<file path="src/include/cms_regs.svh">
// constants for the cpu clock mode select block
// assumes inclusion by bare name from the design file
`ifndef CMS_REGS_SVH
`define CMS_REGS_SVH

// ----------------------------------------
// configuration latch layout
// ----------------------------------------
`define CMS_MODE_MSB 7
`define CMS_MODE_LSB 5
`define CMS_RCL_RESET 8'hff

// ----------------------------------------
// pll model
// ----------------------------------------
// cpu edges per oscillator period (twice the factor)
`define CMS_EDGES_X4 4'h8
`define CMS_EDGES_X3 4'h6
`define CMS_EDGES_X2 4'h4
`define CMS_EDGES_X5 4'ha
`define CMS_EDGES_X15 4'h3
`define CMS_EDGES_X25 4'h5
`define CMS_EDGES_NONE 4'h0
`define CMS_CNT_ONE 1

`endif

</file>
<file path="src/include/cms_pkg.sv">
// types for the cpu clock mode select block
// assumes nothing beyond a systemverilog compiler
package cms_pkg;

  typedef enum logic [2:0] {
    CMS_X25 = 3'b000,
    CMS_DIV2 = 3'b001,
    CMS_X15 = 3'b010,
    CMS_DIRECT = 3'b011,
    CMS_X5 = 3'b100,
    CMS_X2 = 3'b101,
    CMS_X3 = 3'b110,
    CMS_X4 = 3'b111
  } cms_mode_t;

endpackage

</file>
<file path="src/hw/cms_cpu_clock_mode_select.sv">
// cpu clock mode select: latches the clock mode and builds the cpu clock
// assumes one 100 MHz system clock, oscillator and pins asynchronous to it
//
// Notes on behaviour
// (RULE_01) both cpu clock edges are usable; each edge marks one phase time
// (RULE_02) mode comes from bits 7 to 5 of the config latch
// (RULE_03) long hardware reset loads the latch from port0 upper byte pins
// (RULE_04) software may reload the latch from upper reset control half
// (RULE_05) codes 111..000: x4 x3 x2 x5 direct x1.5 prescale x2.5
// (RULE_06) mode 001: prescaler, each half period is one oscillator period
// (RULE_07) mode 011: pll off, oscillator passed straight through
// (RULE_08) direct drive: two consecutive half periods make one oscillator period
// (RULE_09) pll modes multiply the input and correct frequency gradually
// (RULE_10) mode fixed between latch loads; pll is an ideal multiplier
`timescale 1ns/1ns
`default_nettype none
`include "cms_regs.svh"

module cms_cpu_clock_mode_select
  import cms_pkg::*;
#(
  parameter int PW = 16
) (
  input wire logic I_SYS_CLK,
  input wire logic I_RST,
  input wire logic i_osc,
  input wire logic i_long_reset,
  input wire logic [7:0] i_port0_upper_byte,
  input wire logic i_reset_control_load,
  input wire logic [7:0] i_reset_control_reg_hi,
  output logic o_cpu_clk,
  output logic o_phase_edge,
  output logic [7:0] o_reset_config_latch,
  output logic [2:0] o_clock_mode_select,
  output logic o_pll_active,
  output logic o_prescale_active
);

  // ----------------------------------------
  // pin synchronisers
  // ----------------------------------------
  logic osc_s1_r, osc_s2_r, osc_s3_r;
  logic long_s1_r, long_s2_r;
  logic [7:0] port_s1_r, port_s2_r;
  logic osc_rise;

  always_ff @(posedge I_SYS_CLK) begin
    if (I_RST) begin
      osc_s1_r <= 1'b0;
      osc_s2_r <= 1'b0;
      osc_s3_r <= 1'b0;
      long_s1_r <= 1'b0;
      long_s2_r <= 1'b0;
      port_s1_r <= `CMS_RCL_RESET;
      port_s2_r <= `CMS_RCL_RESET;
    end else begin
      osc_s1_r <= i_osc;
      osc_s2_r <= osc_s1_r;
      osc_s3_r <= osc_s2_r;
      long_s1_r <= i_long_reset;
      long_s2_r <= long_s1_r;
      port_s1_r <= i_port0_upper_byte;
      port_s2_r <= port_s1_r;
    end
  end

  assign osc_rise = osc_s2_r & ~osc_s3_r;

  // ----------------------------------------
  // configuration latch
  // ----------------------------------------
  logic [7:0] latch_r;
  cms_mode_t mode;
  cms_mode_t mode_q_r;

  // (RULE_03) strap capture
  // (RULE_04) software reload, pins win while held
  always_ff @(posedge I_SYS_CLK) begin
    if (I_RST) begin
      latch_r <= `CMS_RCL_RESET;
    end else if (long_s2_r) begin
      latch_r <= port_s2_r;
    end else if (i_reset_control_load) begin
      latch_r <= i_reset_control_reg_hi;
    end
  end

  // (RULE_02) mode field slice
  assign mode = cms_mode_t'(latch_r[`CMS_MODE_MSB:`CMS_MODE_LSB]);

  always_ff @(posedge I_SYS_CLK) begin
    if (I_RST) begin
      mode_q_r <= CMS_X4;
    end else begin
      mode_q_r <= mode;
    end
  end

  // ----------------------------------------
  // mode decode
  // ----------------------------------------
  logic [3:0] edges;
  logic is_pll;

  // (RULE_05) factor decode
  always_comb begin
    edges = `CMS_EDGES_NONE;
    is_pll = 1'b1;
    case (mode)
      CMS_X4: edges = `CMS_EDGES_X4;
      CMS_X3: edges = `CMS_EDGES_X3;
      CMS_X2: edges = `CMS_EDGES_X2;
      CMS_X5: edges = `CMS_EDGES_X5;
      CMS_X15: edges = `CMS_EDGES_X15;
      CMS_X25: edges = `CMS_EDGES_X25;
      default: is_pll = 1'b0;
    endcase
  end

  // ----------------------------------------
  // oscillator period tracking
  // ----------------------------------------
  logic [PW-1:0] per_cnt_r, p_est_r, meas;
  logic lock_r;

  assign meas = per_cnt_r + PW'(`CMS_CNT_ONE);

  always_ff @(posedge I_SYS_CLK) begin
    if (I_RST) begin
      per_cnt_r <= '0;
    end else if (osc_rise) begin
      per_cnt_r <= '0;
    end else if (per_cnt_r != '1) begin
      per_cnt_r <= meas;
    end
  end

  // (RULE_09) first lock loads, later corrections step by one
  always_ff @(posedge I_SYS_CLK) begin
    if (I_RST) begin
      p_est_r <= '0;
      lock_r <= 1'b0;
    end else if (osc_rise) begin
      if (!lock_r) begin
        p_est_r <= meas;
        lock_r <= 1'b1;
      end else if (meas > p_est_r) begin
        p_est_r <= p_est_r + PW'(`CMS_CNT_ONE);
      end else if (meas < p_est_r) begin
        p_est_r <= p_est_r - PW'(`CMS_CNT_ONE);
      end
    end
  end

  // ----------------------------------------
  // ideal multiplier
  // ----------------------------------------
  // edges spread evenly by a fractional accumulator; one edge per system
  // cycle at most, so factor xN needs an oscillator period of at least 2N (edges) system cycles
  logic [PW:0] acc_r, acc_sum;
  logic pll_tick;

  assign acc_sum = acc_r + (PW+1)'(edges);
  assign pll_tick = is_pll && lock_r && (mode == mode_q_r) && (acc_sum >= {1'b0, p_est_r});

  // (RULE_10) restart phase on a mode change, outside pll modes and before lock
  always_ff @(posedge I_SYS_CLK) begin
    if (I_RST) begin
      acc_r <= '0;
    end else if (mode != mode_q_r || !is_pll || !lock_r) begin
      acc_r <= '0;
    end else if (pll_tick) begin
      acc_r <= acc_sum - {1'b0, p_est_r};
    end else begin
      acc_r <= acc_sum;
    end
  end

  // ----------------------------------------
  // cpu clock generation
  // ----------------------------------------
  logic cpu_nxt;

  always_comb begin
    cpu_nxt = o_cpu_clk;
    case (mode)
      // (RULE_07) straight pass, (RULE_08) pairs sum to one period
      CMS_DIRECT: cpu_nxt = osc_s2_r;
      // (RULE_06) toggle per oscillator period
      CMS_DIV2: cpu_nxt = osc_rise ? ~o_cpu_clk : o_cpu_clk;
      // (RULE_09) multiplier edges
      default: cpu_nxt = pll_tick ? ~o_cpu_clk : o_cpu_clk;
    endcase
  end

  // (RULE_01) every edge flagged as a phase boundary
  always_ff @(posedge I_SYS_CLK) begin
    if (I_RST) begin
      o_cpu_clk <= 1'b0;
      o_phase_edge <= 1'b0;
    end else begin
      o_cpu_clk <= cpu_nxt;
      o_phase_edge <= cpu_nxt ^ o_cpu_clk;
    end
  end

  // (RULE_05) status flags
  always_ff @(posedge I_SYS_CLK) begin
    if (I_RST) begin
      o_pll_active <= 1'b1;
      o_prescale_active <= 1'b0;
    end else begin
      o_pll_active <= is_pll;
      o_prescale_active <= (mode == CMS_DIV2);
    end
  end

  assign o_reset_config_latch = latch_r;
  assign o_clock_mode_select = latch_r[`CMS_MODE_MSB:`CMS_MODE_LSB];

  // ----------------------------------------
  // assertions
  // ----------------------------------------
  strap_capture_a: assert property (@(posedge I_SYS_CLK) disable iff (I_RST) // RULE_03
    long_s2_r |=> latch_r == $past(port_s2_r))
    else $error("latch did not take port pins");

  soft_reload_a: assert property (@(posedge I_SYS_CLK) disable iff (I_RST) // RULE_04
    (i_reset_control_load && !long_s2_r) |=> latch_r == $past(i_reset_control_reg_hi))
    else $error("latch did not take software value");

  latch_hold_a: assert property (@(posedge I_SYS_CLK) disable iff (I_RST) // RULE_10
    (!i_reset_control_load && !long_s2_r) |=> $stable(latch_r))
    else $error("latch changed without a load");

  mode_field_a: assert property (@(posedge I_SYS_CLK) disable iff (I_RST) // RULE_02
    ##1 o_pll_active == !($past(o_clock_mode_select) inside {CMS_DIRECT, CMS_DIV2}))
    else $error("pll flag disagrees with mode bits");

  direct_follow_a: assert property (@(posedge I_SYS_CLK) disable iff (I_RST) // RULE_07
    mode == CMS_DIRECT |=> o_cpu_clk == $past(osc_s2_r))
    else $error("direct drive does not follow oscillator");

  prescale_toggle_a: assert property (@(posedge I_SYS_CLK) disable iff (I_RST) // RULE_06
    mode == CMS_DIV2 |=> (o_cpu_clk != $past(o_cpu_clk)) == $past(osc_rise))
    else $error("prescaler edge not tied to oscillator rise");

  phase_edge_a: assert property (@(posedge I_SYS_CLK) disable iff (I_RST) // RULE_01
    ##1 o_phase_edge == (o_cpu_clk != $past(o_cpu_clk)))
    else $error("phase edge pulse misplaced");

  gradual_step_a: assert property (@(posedge I_SYS_CLK) disable iff (I_RST) // RULE_09
    (lock_r && $past(lock_r)) |-> (p_est_r == $past(p_est_r) ||
      p_est_r == $past(p_est_r) + PW'(`CMS_CNT_ONE) ||
      p_est_r == $past(p_est_r) - PW'(`CMS_CNT_ONE)))
    else $error("period estimate jumped");

  x4_default_a: assert property (@(posedge I_SYS_CLK) // RULE_05
    I_RST |=> o_clock_mode_select == CMS_X4 && o_pll_active)
    else $error("reset mode is not x4");

endmodule
`default_nettype wire

</file>
<file path="config.mk">
export PLATFORM = sky130hd
export DESIGN_NAME = cms_cpu_clock_mode_select
export DESIGN_NICKNAME = d
export VERILOG_FILES = /design/src/include/cms_pkg.sv /design/src/hw/cms_cpu_clock_mode_select.sv
export VERILOG_INCLUDE_DIRS = /design/src /design/src/include
export SDC_FILE = /design/constraint.sdc
export NUM_CORES = 1
export LEC_CHECK = 0
export BUFFER_PORTS_ARGS = -buffer_cell sky130_fd_sc_hd__buf_2
export CAP_MARGIN = 15
export CORE_MARGIN = 5
export CORE_UTILIZATION = 40
export CTS_CLUSTER_DIAMETER = 80
export DETAILED_ROUTE_END_ITERATION = 10
export GPL_TIMING_DRIVEN = 0
export PLACE_DENSITY = 0.62
export SYNTH_ARGS = -nofsm -noshare
export SYNTH_HDL_FRONTEND = slang
export SYNTH_SLANG_ARGS = --single-unit
</file>
<file path="constraint.sdc">
create_clock -name I_SYS_CLK -period 6.73 [get_ports I_SYS_CLK]
set_input_delay 0.3365 -clock I_SYS_CLK [delete_from_list [all_inputs] [get_ports I_SYS_CLK]]
set_output_delay 0.3365 -clock I_SYS_CLK [all_outputs]
set_load 0.02 [all_outputs]
</file>
==> results by group, run 1 <==
Status
  – Status: completed

Yosys
  – Post-synth ARST share: 0%
  – Main synth FF type: dfxtp_1
  – Syn_area_per_cell: 8.39 um2
  – Cells after Synth: 662
  – Yosys reg bits: 86
  – Cell area after synthesis: 0.00555 mm2
  – Share of the yosys chip area belonging to registers: 31.0%
  – Post-synth top area share: 31.0%
  – Yosys warns: 0
  – Yosys cell types: 55
  – Main area contributors after synthesis: dfxtp_1 31%, ha_1 11%, xnor2_1 5.4%
  – Area leader, netlist: dfxtp_1
  – Post-synth EDFFs: 0
  – Syn_nets: 737

Placed design
  – DP HPWL: 10300 um
  – Placed cell areas: 0.00595 mm2
  – # port buffers: 33
  – GP Congestion: 0.872

GRT
  – M3 GR Usage: 2.04%
  – Vias in the first global route: 4518
  – Gr usage total: 16.2%
  – Global routing's busiest layer: met2
  – Met1 usage: 20.9%
  – First-pass GRT wire length: 21500 um
  – Remaining global-route overflow: 0
  – Antenna violations before repair: 0
  – Pin count of the biggest net entering global routing: 16
  – Met2 GRT Util: 27.8%

Setup path
  – R2r worst-path depth: 22
  – End of the critical path: p_est_r[14]
  – Req. time, crit path: 6970 ps
  – R2r endpoint: p_est_r[14]
  – WP data arrival: 6350 ps
  – Crit Path Class: flop to flop
  – Worst R2R Start: per_cnt_r[0]
  – Crit end category: flop
  – Crit path max fanout: 9
  – Setup crit start: per_cnt_r[0]
  – R2R setup slack: 620 ps
  – Worst Setup Start Kind: flop

Clock network
  – CTS Root Cell: clkbuf_16
  – CTS max path bufs: 2
  – CTS Buf Count: 9
  – Clock Sinks: 86
  – TritonCTS clock tree: done
  – Clk_lat worst skew: 340 ps
  – H-tree levels: 3
  – Cts repair resizes: 0
  – Reg clk slew, reported paths: 60 ps
  – Post-CTS Setup Inserts: 0
  – Cts hold-fix bufs: 0

STA
  – RSZ-0062 raised after global routing: no
  – Clock skew: 7.32 ps
  – Tcrit/Tclk final: 90.9%
  – Fin. Hold Viols: 0
  – Slew headroom: 48.4%
  – Worst-Margin Slew: 769 ps
  – Fin. max-slew vios: 0
  – Max Clk Rate: 164 MHz
  – # setup viols final: 0
  – Setup TNS: 0 ps
  – Tmin final: 6110 ps

Detailed routing
  – DRT Pass-1 Iters: 4
  – Final ANT Viol Nets: 0
  – Routed vias: 4672
  – Drc violations: 0
  – Vias per inst: 5.24
  – Per-cell routed wire length: 14.5 um
  – Starting DRC count in detailed routing: 313
  – Drt total wl: 12900 um

Power
  – Flop pwr share: 34.1%
  – Clock share of power: 36.8%
  – Worst IR Drop VDD: 0.119 mV
  – Total internal power: 1.10 mW
  – Sw Pwr: 0.487 mW
  – Combinational share of power: 29.1%
  – Static Leak: 2.70 nW
  – Sw Ratio: 30.8%
  – Pwr Density: 251 mW/mm2

Final layout
  – Area Growth Syn to Fin: 13.5%
  – Final core occ: 45.7%
  – Multi-input gate area: 0.00356 mm2
  – Fill cell count: 1357
  – Share of cells above drive strength 1: 12.9%
  – Number of diodes: 0
  – Design Area, Final: 0.00630 mm2
  – Net count, final: 782
  – Area occupied by registers: 0.00172 mm2

Die
  – Die height: 128 um
  – Placeable Area: 0.0138 mm2
  – DIE WIDTH: 128 um
  – Die area: 0.0163 mm2
  – Initial Utilization: 40.3%
  – Cell row count: 43
  – I/O pin cnt: 36

Run
  – Max_cap viols: 0

Hold path
  – Hold WC Path Type: input port to flop
==> cell families after synthesis <==
kind of cell,Yosys count,synth area share (%)
AO/OA/AOI/OAI,160,18.3
XOR/XNOR,53,8.36
adder cells (fa/ha/maj),54,12.6
buffers and inverters,65,4.96
flip-flops,86,31.0
multiplexers,29,5.39
AND/OR/NAND/NOR,215,19.4
==> metrics by stage <==
stage / power (mW) / cells / hold WS (ps) / setup WS, ps
global route: 1.67 / 892 / 166 / 136
global placement: 0.990 / 875 / 393 / -333
detailed placement: 1.01 / 876 / 394 / 629
floorplan: 0.913 / 662 / 389 / 946
finish: 1.58 / 892 / 177 / 616
CTS: 1.60 / 892 / 163 / 598
==> state kept, by name, indices dropped and copies added (netlist names), 3 cells and up <==
| signal | count |
|---|---|
| p_est_r | 16 |
| mode_q_r | 3 |
| port_s2_r | 8 |
| port_s1_r | 8 |
| per_cnt_r | 16 |
| acc_r | 17 |
| o_reset_config_latch | 8 |
==> worst min-delay path by stage <==
stage                                from      endpoint  cells past startpoint
floorplan                    port_s1_r[0]  port_s2_r[0]                      1
global placement             port_s1_r[0]  port_s2_r[0]                      1
detailed placement           port_s1_r[0]  port_s2_r[0]                      1
CTS                 i_port0_upper_byte[5]  port_s1_r[5]                      2
global route        i_port0_upper_byte[2]  port_s1_r[2]                      2
finish              i_port0_upper_byte[5]  port_s1_r[5]                      2
==> cell usage in the layout, fill, tap and decap left out, types with 21 or more instances in the layout <==
cell     count
a21oi_1     54
buf_2       37
dfxtp_1     86
ha_1        51
inv_1       36
mux2i_1     22
nand2_1     37
nor2_1      65
o21ai_0     35
or2_2       21
xnor2_1     34
==> power groups by stage <==
stage               logic, mW  clock network (mW)  registers (mW)
floorplan               0.360                   0           0.553
global placement        0.439                   0           0.551
detailed placement      0.454                   0           0.552
CTS                     0.458               0.598           0.540
global route            0.508               0.620           0.542
finish                  0.460               0.584           0.540
==> routing by layer <==
| metal | share of wire, % | vias up |
|---|---|---|
| met4 | 1.3 | 0 |
| met3 | 3.6 | 11 |
| li1 | - | 2414 |
| met2 | 49 | 75 |
| met1 | 46 | 2172 |
| met5 | 0 | - |
==> worst max-delay path: stages (launching register included) <==
cell and delay, ps:
dfxtp_1 510, ha_1 280, nand3_1 170, nor2_1 240
nand2_1 110, xor2_1 330, inv_1 90, ha_1 290
and3_1 170, a221o_1 350, a221oi_1 360, inv_1 70
o21ai_1 620, buf_6 240, ha_1 300, a211oi_2 310
o21a_1 170, nor2_1 60, or4_1 440, o31a_1 320
a41oi_2 210, nor4_1 80, a2111oi_2 270
==> synthesized netlist by cell type (all sizes together) (3+ instances only) <==
| library cell | count |
|---|---|
| xnor2 | 34 |
| o21ai | 37 |
| a31oi | 5 |
| a211oi | 16 |
| nand2b | 17 |
| xor2 | 19 |
| nand4 | 7 |
| mux2 | 7 |
| and3 | 10 |
| or2 | 21 |
| ha | 51 |
| nor4 | 5 |
| or3 | 3 |
| inv | 36 |
| mux2i | 22 |
| o21a | 6 |
| fa | 3 |
| nand2 | 37 |
| and4 | 4 |
| clkbuf | 19 |
| o31a | 4 |
| o21bai | 7 |
| nand3 | 17 |
| buf | 10 |
| nor2b | 10 |
| a21oi | 54 |
| a21o | 14 |
| nor2 | 65 |
| nor3 | 11 |
| dfxtp | 86 |
==> layout make-up <==
cell class	count	area share, %
tap	180	3.57
inverter	36	2.14
sequential	86	27.3
clock buffer	10	3.63
buffer	29	2.22
multi-input combinational	511	56.4
timing repair buffer	34	2.80
clock inverter	6	1.85
Power figures use the tool's default switching activity.
==> inputs of run 2 (changes only) <==
CORE_UTILIZATION = 61   (was 40)
PLACE_DENSITY = 0.85   (was 0.62)
==> run 2 against run 1 <==
Effect of this change: via count rose by 4.4%; clock skew decreased by 0.69 ps; die area is 32% lower; first-iteration DRC count shrank 9.9%; worst hold slack worse by 30 ps; non-clock buffer count unchanged; fmax down 0.41%; largest cell class unchanged.
==> results by group, run 2 (synthesis gave the netlist of run 1 again) <==
Setup path
  – R2R setup slack: 590 ps
  – R2r endpoint: p_est_r[14]
  – CP Depth: 22
  – Crit path max fanout: 10
  – Delay of the slowest critical-path stage: 560 ps
  – R2r worst-path depth: 22
  – Req. time, crit path: 7000 ps
  – CP Buf/Inv Count: 3
  – Worst Setup Start Kind: flop
  – Slowest CP cell: o21ai_1
  – Critical path, cell by cell: ha_1 > nand3_1 > nor2_1 > nand2_1 > xor2_1 > inv_1 > ha_1 > and3_1 > a221o_1 > a221oi_1 > inv_1 > o21ai_1 > buf_6 > ha_1 > a211oi_2 > o21a_1 > nor2_1 > or4_1 > o31a_1 > a41oi_2 > nor4_1 > a2111oi_2
  – Crit Path Class: flop to flop
  – Worst R2R Start: per_cnt_r[0]
  – WP data arrival: 6410 ps
  – CP dominant cell by count: ha_1
  – CP delay by family, top: compound AO/OA/AOI/OAI gates
  – Crit end category: flop

Detailed routing
  – DRT Pass-1 Iters: 5
  – Final ANT Viol Nets: 0
  – Routed vias: 4879
  – Starting DRC count in detailed routing: 282
  – Vias per inst: 5.95
  – Drc violations: 0
  – Drt total wl: 13200 um
  – Per-cell routed wire length: 16.1 um

Clock network
  – Post-CTS Setup Inserts: 0
  – H-tree levels: 3
  – Cts hold-fix bufs: 0
  – Clk_lat worst skew: 360 ps
  – CTS Buf Count: 9
  – Reg clk slew, reported paths: 90 ps
  – CTS Root Cell: clkbuf_8
  – TritonCTS clock tree: done
  – CTS max path bufs: 2
  – Clock Sinks: 86
  – Cts repair resizes: 0

Power
  – Sw Pwr: 0.480 mW
  – Flop pwr share: 38.9%
  – Sw Ratio: 34.5%
  – Worst IR Drop VDD: 0.130 mV
  – Total internal power: 0.909 mW
  – Static Leak: 2.64 nW
  – Combinational share of power: 33.5%
  – Pwr Density: 228 mW/mm2
  – Clock share of power: 27.6%

STA
  – Fin. Hold Viols: 0
  – Tcrit/Tclk final: 91.2%
  – RSZ-0062 raised after global routing: no
  – Fin. max-slew vios: 0
  – Max Clk Rate: 163 MHz
  – Setup ws final: 590 ps
  – Worst-Margin Slew: 679 ps
  – Clock skew: 6.62 ps
  – Slew headroom: 54.4%
  – Tmin final: 6140 ps
  – # setup viols final: 0
  – Hold Slack: 147 ps

Run
  – Max_cap viols: 0

Final layout
  – Max reg flops: 17
  – Share of cells above drive strength 1: 13.1%
  – Most frequent cells in the layout: 86 x dfxtp_1, 65 x nor2_1, 54 x a21oi_1
  – Largest register by flop count: acc_r
  – Net count, final: 782
  – Biggest regs: acc_r x17, p_est_r x16, per_cnt_r x16
  – Area Growth Syn to Fin: 9.44%
  – Number of diodes: 0
  – Commonest non-fill, non-tap cell in the layout: dfxtp_1

GRT
  – Vias in the first global route: 4729
  – Antenna violations before repair: 0
  – Gr usage total: 23.8%
  – First-pass GRT wire length: 21900 um
  – Remaining global-route overflow: 0
  – Pin count of the biggest net entering global routing: 18

Placed design
  – # port buffers: 33
  – GP Congestion: 0.918
  – DP HPWL: 10200 um
  – Pre-CTS setup slack: 704 ps

Status
  – Status: completed

Die
  – Initial Utilization: 63.1%
  – DIE WIDTH: 105 um
  – Die area: 0.0111 mm2
  – Die height: 105 um
  – Cell row count: 34
  – I/O pin cnt: 36
  – Placeable Area: 0.00881 mm2

Hold path
  – Worst hold stages: 2
  – Worst min-delay path endpoint: port_s1_r[7]
  – Hold WC Path Type: input port to flop
  – Hold wc startpoint: i_port0_upper_byte[7]
[run 2: per-layer routing]
layer  part of all wire [%]  GRT usage (%)
met5                      0              0
met4                    1.8           7.31
met3                    5.8           3.97
met2                     49           41.2
met1                     44           30.3
[run 2: layout make-up]
type,instances,area (um2)
fillers,692,2730
clock buffers,9,124
inverters,36,135
clock inverters,7,88.8
flip-flops and latches,86,1720
multi-input cells,511,3560
repair buffers,34,176
well taps,108,135
plain buffers,29,140
[run 2: worst register-to-register path, cell delays in order, from the launching register on]
cell	delay (ps)
dfxtp_1	530
ha_1	280
nand3_1	190
nor2_1	230
nand2_1	100
xor2_1	340
inv_1	100
ha_1	310
and3_1	180
a221o_1	370
a221oi_1	380
inv_1	80
o21ai_1	560
buf_6	240
ha_1	300
a211oi_2	310
o21a_1	170
nor2_1	60
or4_1	440
o31a_1	330
a41oi_2	210
nor4_1	80
a2111oi_2	280
[run 2: how the worst max path moves through the flow]
stage / startpoint / end
global route: per_cnt_r[0] / p_est_r[12]
global placement: per_cnt_r[0] / p_est_r[14]
floorplan: per_cnt_r[0] / p_est_r[14]
CTS: per_cnt_r[0] / p_est_r[14]
detailed placement: per_cnt_r[0] / p_est_r[14]
finish: per_cnt_r[0] / p_est_r[14]
[run 2: power by group through the flow]
| stage | combinational [mW] | clock (mW) | sequential (mW) |
|---|---|---|---|
| after floorplan | 0.360 | 0 | 0.553 |
| after global placement | 0.432 | 0 | 0.551 |
| after detailed placement | 0.451 | 0 | 0.552 |
| after CTS | 0.459 | 0.388 | 0.540 |
| after global routing | 0.508 | 0.412 | 0.543 |
| final | 0.465 | 0.383 | 0.540 |
[run 2: through the flow]
stage / TNS, ps / util [%] / area (um2) / power [mW] / cells
floorplan: 0 / - / 5550 / 0.913 / 662
global placement: -346 / 66.5 / 5850 / 0.982 / 803
detailed placement: 0 / 66.6 / 5860 / 1.00 / 804
CTS: 0 / 69.0 / 6080 / 1.39 / 820
global route: 0 / 69.0 / 6080 / 1.46 / 820
finish: 0 / 69.0 / 6080 / 1.39 / 820
==> inputs of run 3 (changes only) <==
clock period = 5.9 ns   (was 6.73 ns; I/O delays follow)
==> run 3 against run 2 <==
Effect of this change: wire length up 0.33%; clock skew about the same; clock-buffer cell count is the same; final area rose by 0.56%; via count down 0.72%; sequential share of layout area shrank 0.14 points; clock power up 15%; critical path depth decreased by 1; non-clock buffer count up 1; total power rose by 15%.
==> results by group, run 3 (synthesis gave the netlist of run 1 again) <==
Final layout
  – Commonest non-fill, non-tap cell in the layout: dfxtp_1
  – Fill cell count: 687
  – Share of cells above drive strength 1: 13.7%
  – Biggest regs: acc_r x17, p_est_r x16, per_cnt_r x16
  – Max reg flops: 17
  – Most frequent cells in the layout: 85 x dfxtp_1, 65 x nor2_1, 54 x a21oi_1
  – Net count, final: 783
  – Non-Filler Instances: 821
  – Area Growth Syn to Fin: 10.0%
  – Largest register by flop count: acc_r
  – Number of diodes: 0

Setup path
  – Req. time, crit path: 6160 ps
  – CP dominant cell by count: ha_1
  – Crit end category: flop
  – R2R setup slack: 390 ps
  – End of the critical path: p_est_r[14]
  – Slowest CP cell: or4_1
  – Worst Setup Start Kind: flop
  – Delay of the slowest critical-path stage: 610 ps
  – Crit path max fanout: 10
  – Crit Path Class: flop to flop
  – Worst R2R Start: per_cnt_r[0]
  – R2r worst-path depth: 21
  – Setup crit start: per_cnt_r[0]
  – WP data arrival: 5780 ps
  – Critical path, cell by cell: ha_1 > nand3_1 > nor2_1 > nand4_1 > xor2_1 > inv_1 > ha_1 > and4_1 > nand3_1 > or4_1 > o21ai_4 > buf_6 > ha_1 > a211oi_2 > o21a_1 > nor2_1 > or4_1 > o31a_1 > a41oi_2 > nor4_1 > a2111oi_2
  – R2r endpoint: p_est_r[14]

STA
  – Slew headroom: 58.6%
  – Fin. max-slew vios: 0
  – Max Clk Rate: 181 MHz
  – Setup ws final: 385 ps
  – Fin. Hold Viols: 0
  – Tmin final: 5510 ps
  – Clock skew: 6.62 ps
  – Tcrit/Tclk final: 93.5%
  – Worst-Margin Slew: 621 ps
  – # setup viols final: 0
  – RSZ-0062 raised after global routing: no

Detailed routing
  – Routed vias: 4844
  – DRT Pass-1 Iters: 5
  – Drc violations: 0
  – Starting DRC count in detailed routing: 347
  – Vias per inst: 5.90
  – Final ANT Viol Nets: 0
  – Drt total wl: 13200 um
  – Per-cell routed wire length: 16.1 um

Die
  – DIE WIDTH: 105 um
  – Placeable Area: 0.00881 mm2
  – I/O pin cnt: 36
  – Die height: 105 um
  – Cell row count: 34
  – Initial Utilization: 63.1%
  – Die area: 0.0111 mm2

Placed design
  – GP Congestion: 0.918
  – Placed Cells: 804
  – # port buffers: 33
  – Pre-CTS setup slack: -126 ps
  – DP HPWL: 10200 um

Run
  – Max_cap viols: 0

Status
  – Status: completed

GRT
  – Gr usage total: 23.8%
  – Remaining global-route overflow: 0
  – Antenna violations before repair: 0
  – Pin count of the biggest net entering global routing: 18
  – First-pass GRT wire length: 21900 um
  – Vias in the first global route: 4731

Clock network
  – CTS Buf Count: 9
  – CTS Root Cell: clkbuf_8
  – Clock Sinks: 86
  – TritonCTS clock tree: done
  – Reg clk slew, reported paths: 90 ps
  – H-tree levels: 3
  – Clk_lat worst skew: 360 ps
  – CTS max path bufs: 2

Power
  – Pwr Density: 261 mW/mm2
  – Worst IR Drop VDD: 0.151 mV
  – Static Leak: 2.65 nW

Hold path
  – Hold WC Path Type: input port to flop
==> run 3: changes by cell type in the layout (fill, tap and decap cells not counted) <==
cell	before	now
a221oi_1	1	0
a221oi_2	1	2
buf_4	3	4
dfxtp_1	86	85
dfxtp_2	0	1
o21ai_1	2	1
o21ai_4	0	1
xor2_1	19	18
xor2_2	0	1
==> run 3: worst max-delay path: cells and delay by family, from the launching register on <==
kind                     cells  cell delay (ps)
adder cells (fa/ha/maj)      3              820
buffers and inverters        2              260
flip-flops                   1              440
AO/OA/AOI/OAI                6             1420
AND/OR/NAND/NOR              9             2110
XOR/XNOR                     1              370
==> run 3: where the power goes <==
part | internal [mW] | switching [mW] | leakage [nW] | total [mW]
Clock | 0.204 | 0.236 | 0.104 | 0.440
Combinational | 0.235 | 0.303 | 1.85 | 0.538
Sequential | 0.601 | 0.0152 | 0.703 | 0.616
Total | 1.04 | 0.554 | 2.65 | 1.59
==> run 3: per-stage QoR <==
stage	instance area, um2	TNS (ps)	power [mW]	hold slack [ps]	util, %
2_1_floorplan	5550	0	1.04	389	-
3_3_place_gp	5850	-6350	1.12	391	66.5
3_5_place_dp	5860	-220	1.14	394	66.6
4_1_cts	6080	0	1.58	98.5	69.1
5_1_grt	6110	0	1.68	80.0	69.4
6_report	6110	0	1.59	105	69.4
==> run 3: layout make-up <==
cell class | count | area [um2] | area share (%)
Clock inverter | 7 | 88.8 | 1.45
Clock buffer | 9 | 124 | 2.03
Sequential cell | 86 | 1720 | 28.2
Timing Repair Buffer | 35 | 184 | 3.01
Tap cell | 108 | 135 | 2.21
Inverter | 36 | 135 | 2.21
Multi-Input combinational cell | 511 | 3580 | 58.6
Buffer | 29 | 140 | 2.29
==> run 3: per-layer routing <==
layer  vias to the layer above  GRT usage, %  part of all wire (%)
met3                        23          3.97                   5.4
met1                      2244          30.3                    44
met2                       150          41.2                    50
met4                         0          7.31                   1.3
met5                         -             0                     0
li1                       2427             -                     -
==> run 3: repair_timing <==
| action | 4_1_cts | 5_1_grt |
|---|---|---|
| gates resized for setup | 1 | 4 |
| setup endpoints to repair | 3 | 7 |
| buffers inserted | 0 | 1 |
| hold buffers | 0 | 0 |
| pin swaps | 0 | 1 |
==> run 3: worst min path at each step <==
stage	from	to	slack, ps	depth (start not counted)
6_report	i_port0_upper_byte[7]	port_s1_r[7]	100	2
5_1_grt	i_port0_upper_byte[2]	port_s1_r[2]	80	2
3_3_place_gp	port_s1_r[1]	port_s2_r[1]	390	1
2_1_floorplan	port_s1_r[0]	port_s2_r[0]	390	1
4_1_cts	i_port0_upper_byte[2]	port_s1_r[2]	100	2
3_5_place_dp	port_s1_r[1]	port_s2_r[1]	390	1
